--- src/rtl/pfm_pkg.sv ---
// package: constants and types of the predictive failure monitor
// ------------------------------------------------------------------
// Operation
// - disable bit suspends all monitoring and reporting
// - on-line data gathered alongside normal operations
// - on-line-only select skips off-line measurement
// - rezero measures now, saves, restarts hour timer
// - time to next measurement is readable
// - hourly measurement waits for an idle loop
// - off-line measurement abandoned on host activity
// - on-line processing delay stays below 75 ms
// - report method one sends sense code, fault type
// - raised failure code survives bus reset, power cycle
// - per attribute interval counter counts operations
// - per attribute failure counter counts interval errors
// - errors above threshold make interval unacceptable
// - every decision clears both counters, restarts interval
// - history counter up on bad, down on good
// - history reaching threshold signals predictive failure
// - each attribute has its own history counter
// ------------------------------------------------------------------
package pfm_pkg;

    // ------------------------------------------------------------------
    // sizes and timing
    // ------------------------------------------------------------------
    localparam int N_ATTR  = 4;
    localparam int CNT_W   = 16;
    localparam int HIST_W  = 8;
    localparam int TIMER_W = 40;
    localparam int MEAS_W  = 16;

    localparam longint CLK_HZ           = 100_000_000;
    localparam longint HOUR_S           = 3600;
    localparam logic [TIMER_W-1:0] HOUR_CYCLES =
        TIMER_W'(HOUR_S * CLK_HZ);
    localparam longint MAX_DELAY_MS     = 75;
    localparam longint MAX_DELAY_CYCLES = MAX_DELAY_MS * (CLK_HZ / 1000);
    localparam logic [MEAS_W-1:0] MEAS_CYCLES = 16'h0010;

    // ------------------------------------------------------------------
    // per attribute limits
    // ------------------------------------------------------------------
    localparam logic [N_ATTR-1:0][CNT_W-1:0] INTERVAL_LEN =
        {16'h0400, 16'h0200, 16'h0100, 16'h0080};
    localparam logic [N_ATTR-1:0][CNT_W-1:0] ERR_THRESH =
        {16'h0020, 16'h0010, 16'h0008, 16'h0004};
    localparam logic [N_ATTR-1:0][HIST_W-1:0] PRED_THRESH =
        {8'h10, 8'h0C, 8'h08, 8'h04};

    // ------------------------------------------------------------------
    // register map and fields
    // ------------------------------------------------------------------
    localparam logic [7:0] ADR_CTRL     = 8'h00;
    localparam logic [7:0] ADR_STATUS   = 8'h04;
    localparam logic [7:0] ADR_TIMER_LO = 8'h08;
    localparam logic [7:0] ADR_TIMER_HI = 8'h0C;
    localparam logic [7:0] ADR_HIST     = 8'h10;
    localparam logic [7:0] ADR_SENSE    = 8'h14;

    localparam int CTRL_DISABLE_BIT = 0;
    localparam int CTRL_ONLINE_BIT  = 1;
    localparam int CTRL_METHOD_LSB  = 4;
    localparam int METHOD_W         = 4;
    localparam int STAT_IDLE_BIT    = 8;
    localparam int STAT_MEAS_BIT    = 9;

    localparam logic [METHOD_W-1:0] METHOD_RESET = 4'h0;
    localparam logic [METHOD_W-1:0] METHOD_SENSE = 4'h1;
    localparam logic [23:0]         SENSE_CODE   = 24'h015D00;

    // ------------------------------------------------------------------
    // types
    // ------------------------------------------------------------------
    typedef enum logic [1:0] {PH_WAIT, PH_PEND, PH_MEAS} phase_t;

    typedef struct packed {
        logic                             wb_ack;
        logic [31:0]                      wb_dat;
        logic                             monitor_disable;
        logic                             online_only_select;
        logic [METHOD_W-1:0]              report_method;
        logic                             sync1;
        logic                             sync2;
        logic                             sync3;
        logic                             idle;
        logic [N_ATTR-1:0][CNT_W-1:0]     ic;
        logic [N_ATTR-1:0][CNT_W-1:0]     fc;
        logic [N_ATTR-1:0][HIST_W-1:0]    hist;
        logic [N_ATTR-1:0]                pred;
        logic                             report_valid;
        logic [23:0]                      report_sense;
        logic [7:0]                       fault_type_field;
        phase_t                           phase;
        logic [TIMER_W-1:0]               timer;
        logic [MEAS_W-1:0]                meas_cnt;
        logic                             meas_busy;
        logic                             meas_save;
    } state_t;

endpackage

--- src/rtl/predictive_failure_monitor.sv ---
// module: per attribute error rate monitor with wishbone registers
//
// Added by the designer: the Wishbone register port and the register offsets.
`timescale 1ns/1ps
module predictive_failure_monitor #(
    parameter logic [pfm_pkg::TIMER_W-1:0] HOUR_CYCLES =
        pfm_pkg::HOUR_CYCLES
) (
    input  wire logic                        core_clk,
    input  wire logic                        reset,
    input  wire logic                        wb_cyc_i,
    input  wire logic                        wb_stb_i,
    input  wire logic                        wb_we_i,
    input  wire logic [7:0]                  wb_adr_i,
    input  wire logic [3:0]                  wb_sel_i,
    input  wire logic [31:0]                 wb_dat_i,
    output logic [31:0]                      wb_dat_o,
    output logic                             wb_ack_o,
    input  wire logic [pfm_pkg::N_ATTR-1:0]  op_valid,
    input  wire logic [pfm_pkg::N_ATTR-1:0]  op_error,
    input  wire logic                        loop_reset,
    input  wire logic                        loop_idle,
    input  wire logic                        rezero_command,
    input  wire logic                        nv_restore_valid,
    input  wire logic [pfm_pkg::N_ATTR-1:0]  nv_restore_code,
    output logic [pfm_pkg::N_ATTR-1:0]       nv_code,
    output logic                             report_valid,
    output logic [23:0]                      report_sense,
    output logic [7:0]                       fault_type_field,
    output logic                             meas_active,
    output logic                             meas_save
);

    pfm_pkg::state_t s;
    pfm_pkg::state_t n;

    // ------------------------------------------------------------------
    // next state
    // ------------------------------------------------------------------
    always_comb begin
        logic [31:0]                   rd;
        logic                          active;
        logic                          any_new;
        logic                          bad;
        logic                          good;
        logic [pfm_pkg::CNT_W-1:0]     ic_n;
        logic [pfm_pkg::CNT_W-1:0]     fc_n;
        logic [pfm_pkg::HIST_W-1:0]    hist_n;
        logic [pfm_pkg::N_ATTR-1:0]    clr;
        logic [7:0]                    ftype;
        rd      = 32'h0000_0000;
        active  = 1'b0;
        any_new = 1'b0;
        bad     = 1'b0;
        good    = 1'b0;
        ic_n    = '0;
        fc_n    = '0;
        hist_n  = '0;
        clr     = '0;
        ftype   = 8'h00;
        n       = s;

        n.wb_ack       = 1'b0;
        n.report_valid = 1'b0;
        n.meas_save    = 1'b0;

        // loop idle pin: three flops, level taken when last two agree
        n.sync1 = loop_idle;
        n.sync2 = s.sync1;
        n.sync3 = s.sync2;
        if (s.sync2 == s.sync3) begin
            n.idle = s.sync3;
        end

        // register read mux
        case (wb_adr_i)
            pfm_pkg::ADR_CTRL: begin
                rd[pfm_pkg::CTRL_DISABLE_BIT] = s.monitor_disable;
                rd[pfm_pkg::CTRL_ONLINE_BIT]  = s.online_only_select;
                rd[pfm_pkg::CTRL_METHOD_LSB +: pfm_pkg::METHOD_W] =
                    s.report_method;
            end
            pfm_pkg::ADR_STATUS: begin
                rd[pfm_pkg::N_ATTR-1:0]      = s.pred;
                rd[pfm_pkg::STAT_IDLE_BIT]   = s.idle;
                rd[pfm_pkg::STAT_MEAS_BIT]   = s.meas_busy;
            end
            pfm_pkg::ADR_TIMER_LO: begin
                rd = s.timer[31:0];
            end
            pfm_pkg::ADR_TIMER_HI: begin
                rd[pfm_pkg::TIMER_W-33:0] = s.timer[pfm_pkg::TIMER_W-1:32];
            end
            pfm_pkg::ADR_HIST: begin
                rd = s.hist;
            end
            pfm_pkg::ADR_SENSE: begin
                rd = {s.fault_type_field, s.report_sense};
            end
            default: begin
                rd = 32'h0000_0000;
            end
        endcase

        // wishbone classic slave, one wait state
        if (wb_cyc_i && wb_stb_i && !s.wb_ack) begin
            n.wb_ack = 1'b1;
            n.wb_dat = rd;
        end
        // writes land at the edge that samples ack high
        if (wb_cyc_i && wb_stb_i) begin
            if (wb_we_i && s.wb_ack) begin
                case (wb_adr_i)
                    pfm_pkg::ADR_CTRL: begin
                        if (wb_sel_i[0]) begin
                            n.monitor_disable =
                                wb_dat_i[pfm_pkg::CTRL_DISABLE_BIT];
                            n.online_only_select =
                                wb_dat_i[pfm_pkg::CTRL_ONLINE_BIT];
                            n.report_method = wb_dat_i[
                                pfm_pkg::CTRL_METHOD_LSB +:
                                pfm_pkg::METHOD_W];
                        end
                    end
                    pfm_pkg::ADR_STATUS: begin
                        if (wb_sel_i[0]) begin
                            clr = wb_dat_i[pfm_pkg::N_ATTR-1:0];
                        end
                    end
                    default: begin
                        clr = '0;
                    end
                endcase
            end
        end
        n.pred = n.pred & ~clr;

        // stored code reloaded from non-volatile copy
        if (nv_restore_valid) begin
            n.pred = nv_restore_code;
        end

        active = !s.monitor_disable;

        // per attribute rate monitor, one cycle per operation
        for (int i = 0; i < pfm_pkg::N_ATTR; i++) begin
            if (active && op_valid[i]) begin
                ic_n = s.ic[i] + 16'h0001;
                fc_n = s.fc[i] + {15'h0000, op_error[i]};
                bad  = fc_n > pfm_pkg::ERR_THRESH[i];
                good = !bad && ic_n >= pfm_pkg::INTERVAL_LEN[i];
                hist_n = s.hist[i];
                if (bad) begin
                    if (s.hist[i] != 8'hFF) begin
                        hist_n = s.hist[i] + 8'h01;
                    end
                end else if (good && s.hist[i] != 8'h00) begin
                    hist_n = s.hist[i] - 8'h01;
                end
                if (bad || good) begin
                    n.ic[i] = '0;
                    n.fc[i] = '0;
                end else begin
                    n.ic[i] = ic_n;
                    n.fc[i] = fc_n;
                end
                n.hist[i] = hist_n;
                if (hist_n >= pfm_pkg::PRED_THRESH[i] && !s.pred[i]) begin
                    n.pred[i] = 1'b1;
                    any_new   = 1'b1;
                end
            end
            if (loop_reset) begin
                n.ic[i] = '0;
                n.fc[i] = '0;
            end
        end

        // lowest newly failing attribute names the fault type
        for (int i = pfm_pkg::N_ATTR - 1; i >= 0; i--) begin
            if (n.pred[i] && !s.pred[i]) begin
                ftype = 8'(i + 1);
            end
        end
        if (active && any_new &&
            s.report_method == pfm_pkg::METHOD_SENSE) begin
            n.report_valid     = 1'b1;
            n.report_sense     = pfm_pkg::SENSE_CODE;
            n.fault_type_field = ftype;
        end

        // off-line measurement scheduler
        if (!active) begin
            n.phase = s.phase;
        end else if (rezero_command) begin
            if (s.online_only_select) begin
                n.timer = HOUR_CYCLES;
                n.phase = pfm_pkg::PH_WAIT;
            end else begin
                n.phase    = pfm_pkg::PH_MEAS;
                n.meas_cnt = '0;
            end
        end else begin
            case (s.phase)
                pfm_pkg::PH_WAIT: begin
                    if (s.timer != '0) begin
                        n.timer = s.timer - 40'h00_0000_0001;
                    end else if (s.online_only_select) begin
                        n.timer = HOUR_CYCLES;
                    end else begin
                        n.phase = pfm_pkg::PH_PEND;
                    end
                end
                pfm_pkg::PH_PEND: begin
                    if (s.online_only_select) begin
                        n.timer = HOUR_CYCLES;
                        n.phase = pfm_pkg::PH_WAIT;
                    end else if (s.idle) begin
                        n.phase    = pfm_pkg::PH_MEAS;
                        n.meas_cnt = '0;
                    end
                end
                pfm_pkg::PH_MEAS: begin
                    if (!s.idle || s.online_only_select) begin
                        n.phase = pfm_pkg::PH_PEND;
                    end else if (s.meas_cnt ==
                                 pfm_pkg::MEAS_CYCLES - 16'h0001) begin
                        n.meas_save = 1'b1;
                        n.timer     = HOUR_CYCLES;
                        n.phase     = pfm_pkg::PH_WAIT;
                    end else begin
                        n.meas_cnt = s.meas_cnt + 16'h0001;
                    end
                end
                default: begin
                    n.phase = pfm_pkg::PH_WAIT;
                end
            endcase
        end
        n.meas_busy = n.phase == pfm_pkg::PH_MEAS;
    end

    // ------------------------------------------------------------------
    // state register
    // ------------------------------------------------------------------
    always_ff @(posedge core_clk or posedge reset) begin
        if (reset) begin
            s                    <= '0;
            s.monitor_disable    <= 1'b0;
            s.online_only_select <= 1'b0;
            s.report_method      <= pfm_pkg::METHOD_RESET;
            s.phase              <= pfm_pkg::PH_WAIT;
            s.timer              <= HOUR_CYCLES;
        end else begin
            s <= n;
        end
    end

    // ------------------------------------------------------------------
    // outputs
    // ------------------------------------------------------------------
    assign wb_dat_o         = s.wb_dat;
    assign wb_ack_o         = s.wb_ack;
    assign nv_code          = s.pred;
    assign report_valid     = s.report_valid;
    assign report_sense     = s.report_sense;
    assign fault_type_field = s.fault_type_field;
    assign meas_active      = s.meas_busy;
    assign meas_save        = s.meas_save;

endmodule

--- config.mk ---
export PLATFORM = sky130hd
export DESIGN_NAME = predictive_failure_monitor
export DESIGN_NICKNAME = d
export VERILOG_FILES = /design/src/rtl/pfm_pkg.sv /design/src/rtl/predictive_failure_monitor.sv
export SDC_FILE = /design/constraint.sdc
export NUM_CORES = 1
export LEC_CHECK = 0
export ABC_AREA = 1
export BUFFER_PORTS_ARGS = -buffer_cell sky130_fd_sc_hd__buf_2
export CORE_ASPECT_RATIO = 0.6
export CORE_MARGIN = 1
export CORE_UTILIZATION = 30
export CTS_BUF_LIST = sky130_fd_sc_hd__clkbuf_4
export DETAILED_ROUTE_END_ITERATION = 7
export GPL_TIMING_DRIVEN = 0
export PLACE_DENSITY = 0.48
export RECOVER_POWER = 100
export SLEW_MARGIN = 10
export SYNTH_ARGS = -nofsm -noshare
export SYNTH_HDL_FRONTEND = slang
export SYNTH_SLANG_ARGS = --single-unit
--- constraint.sdc ---
create_clock -name core_clk -period 8.06 [get_ports core_clk]
set_input_delay 0.403 -clock core_clk [delete_from_list [all_inputs] [get_ports core_clk]]
set_output_delay 0.403 -clock core_clk [all_outputs]
set_load 0.01 [all_outputs]
---- Yosys cells after proc, flatten, opt, wreduce, memory -nomap -nowiden ----
Cells that the tools add are included.
cells by class
  eq/ne operators ......................... 21
  bitwise logic cells ..................... 3
  reductions and logical operators ........ 57
  mux-type cells .......................... 96
  $lt $le $gt $ge ......................... 12
  $add $sub $neg .......................... 18
operator list
  cell                                                  count
  two-way mux 16 bit                                    28
  two-way mux 8 bit                                     19
  one-hot mux 40 bit (3 select lines)                   1
  adder 16 x 1 -> 16 bit, second input constant         5
  two-way mux 40 bit                                    2
  two-way mux 33 bit                                    2
  one-hot mux 22 bit (3 select lines)                   1
  adder 16 x 1 -> 16 bit                                4
  two-way mux 58 bit                                    1
  two-way mux 56 bit                                    1
  two-way mux 42 bit                                    1
  nonzero test 40 bit                                   1
  subtractor 40 x 1 -> 40 bit, second input constant    1
  adder 8 x 1 -> 8 bit, second input constant           4
  inequality test 8 bit, second input constant          4
  one-hot mux 16 bit (2 select lines)                   1
  nonzero test 8 bit                                    4
  subtractor 8 x 1 -> 8 bit, second input constant      4
  logical AND 1 bit                                     25
  two-way mux 1 bit                                     21
  two-way mux 4 bit                                     5
  equality test 16 x 4 -> 1 bit, second input constant  1
  equality test 8 x 4 -> 1 bit, second input constant   2
  equality test 8 x 5 -> 1 bit, second input constant   2
  36 further kinds                                      67
word-level totals
  input port bits ......................... 65
  register bits ........................... 277
  word-level logic and storage cells ...... 237

---- Depth between registers and ports, before layout ----
Gate-level depths: netlist of the first run.
  depth in word-level cells ............... 21
  depth in mapped cells ................... 27
  gate-level depth less buffers ........... 26

---- Worst setup path before layout of the first run ----
No wires, ideal clock.
  path type ............................... input to register
  from .................................... in op_error[0] (netlist name)
  to ...................................... reg s, in the netlist nv_code[0]
  required time ........................... 7.933 ns
  buffers on the path ..................... 1
  arrival ................................. 2.537 ns
  path slack .............................. 5.396 ns
  cell stages on the path ................. 19
  path through ............................ ha_1 ha_1 nand2_2 nor2_2 nand2_1 nand2_1 nand3b_1 nor2_2 nand3_4 nor2_8 buf_8 nand4_2 nand3_2 nand2_1 nor2_1 nand3_2 nand2_2 nand2_1 or2_2
RTL lines
  item                    RTL line                           RTL
  start: declaration      predictive_failure_monitor.sv:20   input wire logic [pfm_pkg::N_ATTR-1:0] op_error,
  end signal: assignment  predictive_failure_monitor.sv:255  s <= n;
  end: declaration        predictive_failure_monitor.sv:34   pfm_pkg::state_t s;

==> results_dict.tcl, run 1 <==
set metrics [dict create \
    run_status "finished, violations left" \
    violations "capacitance limit, slew limit" \
    worst-path-max-fanout 101 \
    pin_count 137 \
    post_cts_resized 0 \
    synth_edf_count 0 \
    synth_top_area_share_pct 35.5 \
    nets 2882 \
    htreeDepth 3 \
    final_max_slew_viol_count 69 \
    drv_cap 1 \
    rsz0062_at_grt "false" \
    area_growth_pct 14.0 \
    core_sq_um 59700 \
    vias 17800 \
    cts_root_buf "clkbuf_4" \
    hold_path_depth 3 \
    hpwl_microns 46100 \
    power.density_nw_per_um2 143 \
    post-route-period-util_pct 55.6 \
    first_pass_iters 6 \
    placedCellCount 3506 \
    wl_microns 60800 \
    endpoint_kind "asynchronous set/reset pin" \
    p_leak_uw 0.00951 \
    antenna_found_initial 1 \
    finalPower_uw 2980 \
    wl_per_cell_microns 16.6 \
    regToRegStartpoint "s[145]$_DFFE_PP0P_" \
    vdd_drop_max_v 0.0000641 \
    cp-start-kind "primary input" \
    gr-total-overflow 0 \
    worstRegToRegCells 22 \
    drtIter0Drc 1703 \
    ctsLongestPathBuffers 3 \
    numClockSinks 272 \
    tightest_slew_ns 3.90 \
    worstPathArrival_ns 4.45 \
    cts_tree "built" \
    fin_tns_setup_ns 0 \
    port_buffers 84 \
    grt_max_degree 106 \
    synthesis.area_sq_um 18300 \
    grt_usage_pct 19.7 \
    cts_buffers 75 \
    synth_area_leader_cell "dfrtp_1" \
    clk_pin_slew_ns 0.06 \
    synthCells 2581 \
    yosys.cell_types.count 62 \
    detail_route.drc_violations 0 \
    synth_warnings 0 \
    fp.dieW_microns 321 \
    period_needed_ns 4.48 \
    chipHeight_microns 193 \
    start_util_pct 30.6 \
    ys_seq_elements 272 \
    finalNonFillerCells 3655 \
    timing.hold.ws_ns 0.105 \
    critPathRequiredTime_ns 8.03 \
    clock_latency_ns 0.81 \
    grt_pass1_vias 16500 \
    hold_buffers 17 \
    drive_gt1_share_pct 11.5 \
    fin_skew_ns 0.0604 \
    grt_pass1_wl_microns 95000 \
    postSynthAreaPerCell_sq_um 7.08 \
    post_cts.repair.setup_buffers 0 \
    r2r_setup_slack_ns 3.64 \
    synth.area.top_cells "dfrtp_1 (35%), nand2_1 (12%), nor2_1 (7.0%)" \
    worstSetupPathType "primary input to asynchronous set/reset pin" \
    finalHoldViolCount 0 \
    ys.flop_type "dfrtp_1" \
    finalWeightedCongestion 0.960 \
    viasPerCell 4.88 \
    fmax_ghz 0.223 \
    async_flop_share_pct 100 \
    setup_viol 0 \
    final_antenna_net_count 0 \
    seq_area_frac_synth_pct 37.4 \
    min_from "op_error[1]" \
    dieArea_sq_um 61900 \
    maxSlewHeadroom_pct -160 \
    rows 69 \
    holdPathEnd "s[145]$_DFFE_PP0P_" \
    hold_class "primary input to flip-flop" \
    r2r-end "fault_type_field[2]$_DFFE_PP0P_" \
]
## cells in the mapped netlist, drive strengths merged, types with 2 or more instances
cell type  instances
o211ai            13
and3               2
a31oi              5
nor2b              2
nor4              14
clkbuf            54
dfrtp            259
mux2i              4
a221oi            16
a211oi             5
a32o               2
a2bb2oi            2
nand3b             4
nor2             379
o21ai            184
and2               4
or2                3
o22ai             50
a31o               2
clkinv             9
inv              330
o311ai             2
a22oi              5
a21oi             76
ha                33
nand2            603
nand3            206
xor2              84
o32ai             14
dfstp             13
nor3              43
xnor2              5
o221ai             4
mux2               3
o31ai             10
buf               74
nand4             57
## how the worst max path moves through the flow
stage / from / to / slack [ns] / cells past startpoint
after global placement: reset / s[142]$_DFFE_PP0P_ / -3.97 / 2
final: reset / s[7]$_DFFE_PP0P_ / 3.58 / 5
after detailed placement: op_error[1] / fault_type_field[0]$_DFFE_PP0P_ / 4.47 / 25
after global routing: reset / s[105]$_DFFE_PP0P_ / 2.73 / 5
after floorplan: reset / fault_type_field[0]$_DFFE_PP0P_ / 0.18 / 1
after CTS: s[266]$_DFFE_PP0P_ / s[223]$_DFFE_PP0P_ / 4.52 / 7
## cells by family (layout without fill, tap and decap cells)
family	after synthesis	count (layout)	synth area share, %
buf+inv	467	702	11.1
flops	272	272	37.4
simple gates	1317	1317	31.9
xor+xnor	89	89	4.27
fa+ha+maj	34	34	2.32
compound gates	394	394	12.7
mux	7	7	0.404
other cells	1	24	0.0205
## flip-flops by register name (all words and copies together) (netlist names)
register / cells
report_valid: 1
wb_dat_o: 32
report_sense: 1
n: 2
wb_ack_o: 1
nv_code: 4
meas_save: 1
meas_active: 1
s: 226
fault_type_field: 3
## power breakdown
part	internal [uW]	switching, uW	leakage, uW
sequential	1380	27.1	0.00342
clock	692	652	0.000580
combinational	68.5	159	0.00551
## layout by cell type, fill, tap and decap left out, drive strengths merged, types with 76 or more instances in the layout
cell / n
a21oi: 76
buf: 108
clkbuf: 225
dfrtp: 259
inv: 332
nand2: 603
nand3: 206
nor2: 379
o21ai: 184
xor2: 84
## area by class of cell
class	count	area [sq um]
fill	6486	38800
sequential	272	6820
timing repair buffer	104	604
clock inverter	13	78.8
clock buffer	118	886
tap	816	1020
multi-input combinational	1864	9380
inverter	339	1280
antenna	1	2.50
buffer	128	743
## per-stage QoR
step	setup WS [ns]	instance area [sq um]	util (%)
after floorplan	0.183	18300	-
after global placement	-3.97	19800	33.2
after detailed placement	4.47	19900	33.3
after CTS	4.52	21000	35.2
after global routing	2.73	20800	34.9
final	3.58	20800	34.9
## layer usage
metal,vias to the layer above,wire [microns],global-route usage [%]
met5,-,0,0
met4,0,1210,5.01
met3,92,5610,6.21
li1,8820,-,-
met1,8309,31700,30.7
met2,600,22300,25.4
## critical path: stages
cell           delay (ns)
dlygate4sd3_1        0.53
clkbuf_1             0.15
inv_8                0.07
buf_16               0.39
clkbuf_1             2.76
No activity file was read; power rests on OpenSTA's default activity.
==> run 2: changes to the inputs <==
- PLACE_DENSITY: 0.48 -> 0.47
- clock period: 8.06 -> 4.5 ns (I/O delays scaled with it)
==> run 2 against run 1 <==
Compared with the run above:
- the flow still finishes with violations (capacitance limit, slew limit)
- critical path depth is 13 higher
- cell area rose by 1.1%
- clock power increased by 82%
- core utilization increased by 0.38 points
- clock-buffer cell count is 6 lower
- first-iteration DRC count up 2.4%
- critical path type is now flip-flop to flip-flop
- critical endpoint is now s[54]$_DFFE_PP1P_
- largest power group unchanged
==> results_dict.tcl, run 2 (synthesis gave the netlist of run 1 again) <==
set metrics [dict create \
    period_needed_ns 4.14 \
    postPlaceCellArea_sq_um 20000 \
    timing.hold.ws_ns 0.0640 \
    grt_pass1_wl_microns 94500 \
    p_leak_uw 0.00961 \
    antenna_found_initial 1 \
    gr-total-overflow 0 \
    dieArea_sq_um 61900 \
    regToRegStartpoint "s[18]$_DFFE_PP0P_" \
    tightest_slew_ns 1.91 \
    seqPwrFrac_pct 46.9 \
    r2r_setup_slack_ns 0.36 \
    grt_pass1_vias 16400 \
    place_ws_ns 0.839 \
    rows 69 \
    wl_microns 60500 \
    final_antenna_net_count 0 \
    drtIter0Drc 1744 \
    worstSetupPathType "flip-flop to flip-flop" \
    post-route-period-util_pct 92.0 \
    first_pass_iters 6 \
    cts_buffers 76 \
    netSwitchingFraction_pct 28.2 \
    fin_skew_ns 0.0581 \
    largest-register "s" \
    port_buffers 84 \
    area_growth_pct 15.2 \
    worstPathArrival_ns 4.78 \
    setup_viol 0 \
    numClockSinks 272 \
    min_from "op_valid[3]" \
    viasPerCell 4.94 \
    vias 18200 \
    final_max_slew_viol_count 59 \
    finish.instance_area_sq_um 21000 \
    drv_cap 2 \
    pwr-share-comb_pct 7.8 \
    fin_ws_ns 0.360 \
    r2r-end "s[54]$_DFFE_PP1P_" \
    htreeDepth 3 \
    hpwl_microns 46000 \
    cts_tree "built" \
    clkPwrFrac_pct 45.3 \
    internal_power_uw 3870 \
    grt_usage_pct 19.6 \
    hold_path_depth 3 \
    rsz0062_at_grt "false" \
    worstRegToRegCells 18 \
    fp.dieW_microns 321 \
    multi_input_area_sq_um 9400 \
    finalWeightedCongestion 0.949 \
    hold_class "primary input to flip-flop" \
    maxSlewHeadroom_pct -27.1 \
    cts_root_buf "clkbuf_4" \
    post_cts_resized 0 \
    finalPower_uw 5390 \
    chipHeight_microns 193 \
    mostFrequentLayoutCell "nand2_1" \
    wl_per_cell_microns 16.4 \
    largest_reg_flops 226 \
    endpoint_kind "flip-flop" \
    drive_gt1_share_pct 11.6 \
    post_cts.repair.setup_buffers 0 \
    run_status "finished, violations left" \
    violations "capacitance limit, slew limit" \
    core_sq_um 59700 \
    n_fill_cell 6483 \
    worst-path-max-fanout 10 \
    clock_latency_ns 0.81 \
    nets 2903 \
    p_switching_uw 1520 \
    critPathRequiredTime_ns 5.14 \
    seq_area_sq_um 6820 \
    holdPathEnd "s[125]$_DFFE_PP0P_" \
    finalHoldViolCount 0 \
    final_core_util_pct 35.3 \
    cp-start-kind "flip-flop" \
    vdd_drop_max_v 0.000145 \
    layout_common_cells "nand2_1 (585), nor2_1 (351), inv_1 (323)" \
    power.density_nw_per_um2 256 \
    pin_count 137 \
    ctsLongestPathBuffers 3 \
    clk_pin_slew_ns 0.06 \
    start_util_pct 30.6 \
    grt_max_degree 35 \
    fmax_ghz 0.242 \
    detail_route.drc_violations 0 \
]
[run 2: how the worst max path moves through the flow]
stage	cells past startpoint	slack [ns]	to	startpoint
2_1_floorplan	1	0.69	fault_type_field[0]$_DFFE_PP0P_	reset
3_3_place_gp	2	-1.46	s[12]$_DFFE_PP0P_	reset
3_5_place_dp	7	0.84	s[150]$_DFFE_PP0P_	s[266]$_DFFE_PP0P_
4_1_cts	7	0.80	s[153]$_DFFE_PP0P_	s[266]$_DFFE_PP0P_
5_1_grt	23	0.22	fault_type_field[2]$_DFFE_PP0P_	s[161]$_DFFE_PP0P_
6_report	18	0.36	s[54]$_DFFE_PP1P_	s[18]$_DFFE_PP0P_
[run 2: power by group through the flow]
stage,logic (uW),registers (uW),clock network (uW)
global route,462,2530,2660
global placement,382,2570,0
floorplan,249,2550,0
CTS,427,2520,2530
finish,418,2530,2440
detailed placement,404,2570,0
[run 2: worst max-delay path, cell delays in order, from the launching register on]
cell and delay [ns]:
dfrtp_1 0.47, inv_1 0.13, ha_1 0.22, inv_1 0.07
nor2_1 0.27, nand2_1 0.26, nor2_4 0.22, nand4_1 0.23
nor2_1 0.30, nand2_1 0.36, inv_1 0.38, nand2_1 0.38
nand2_1 0.17, o31ai_1 0.08, o41ai_1 0.07, nand2_1 0.08
o211ai_1 0.10, nand2_1 0.08, o21ai_0 0.16
[run 2: timing repair]
item / in CTS / in global routing
setup endpoints to repair: 0 / 0
hold buffers: 31 / 0
endpoints found under the hold margin: 94 / 0
[run 2: per-stage QoR]
stage / std cells / TNS, ns
3_3_place_gp: 3503 / -363.71
6_report: 3683 / 0
2_1_floorplan: 2603 / 0
3_5_place_dp: 3512 / 0
5_1_grt: 3682 / 0
4_1_cts: 3681 / 0
[run 2: cell type report]
class / count / share of cell area, %
diodes: 2 / 0.0238
flip-flops and latches: 272 / 32.4
plain buffers: 128 / 3.50
inverters: 339 / 6.05
clock inverters: 26 / 0.714
clock buffers: 112 / 4.00
multi-input cells: 1864 / 44.7
repair buffers: 124 / 3.76
well taps: 816 / 4.85
[run 2: layer usage]
layer | GRT usage [%] | wire length [microns] | vias to the layer above | share of wire (%)
met4 | 5.13 | 1110 | 0 | 1.8
met3 | 5.71 | 5470 | 87 | 9.0
met1 | 31.1 | 31800 | 8577 | 53
met5 | 0 | 0 | - | 0
li1 | - | - | 8872 | -
met2 | 24.6 | 22100 | 649 | 37
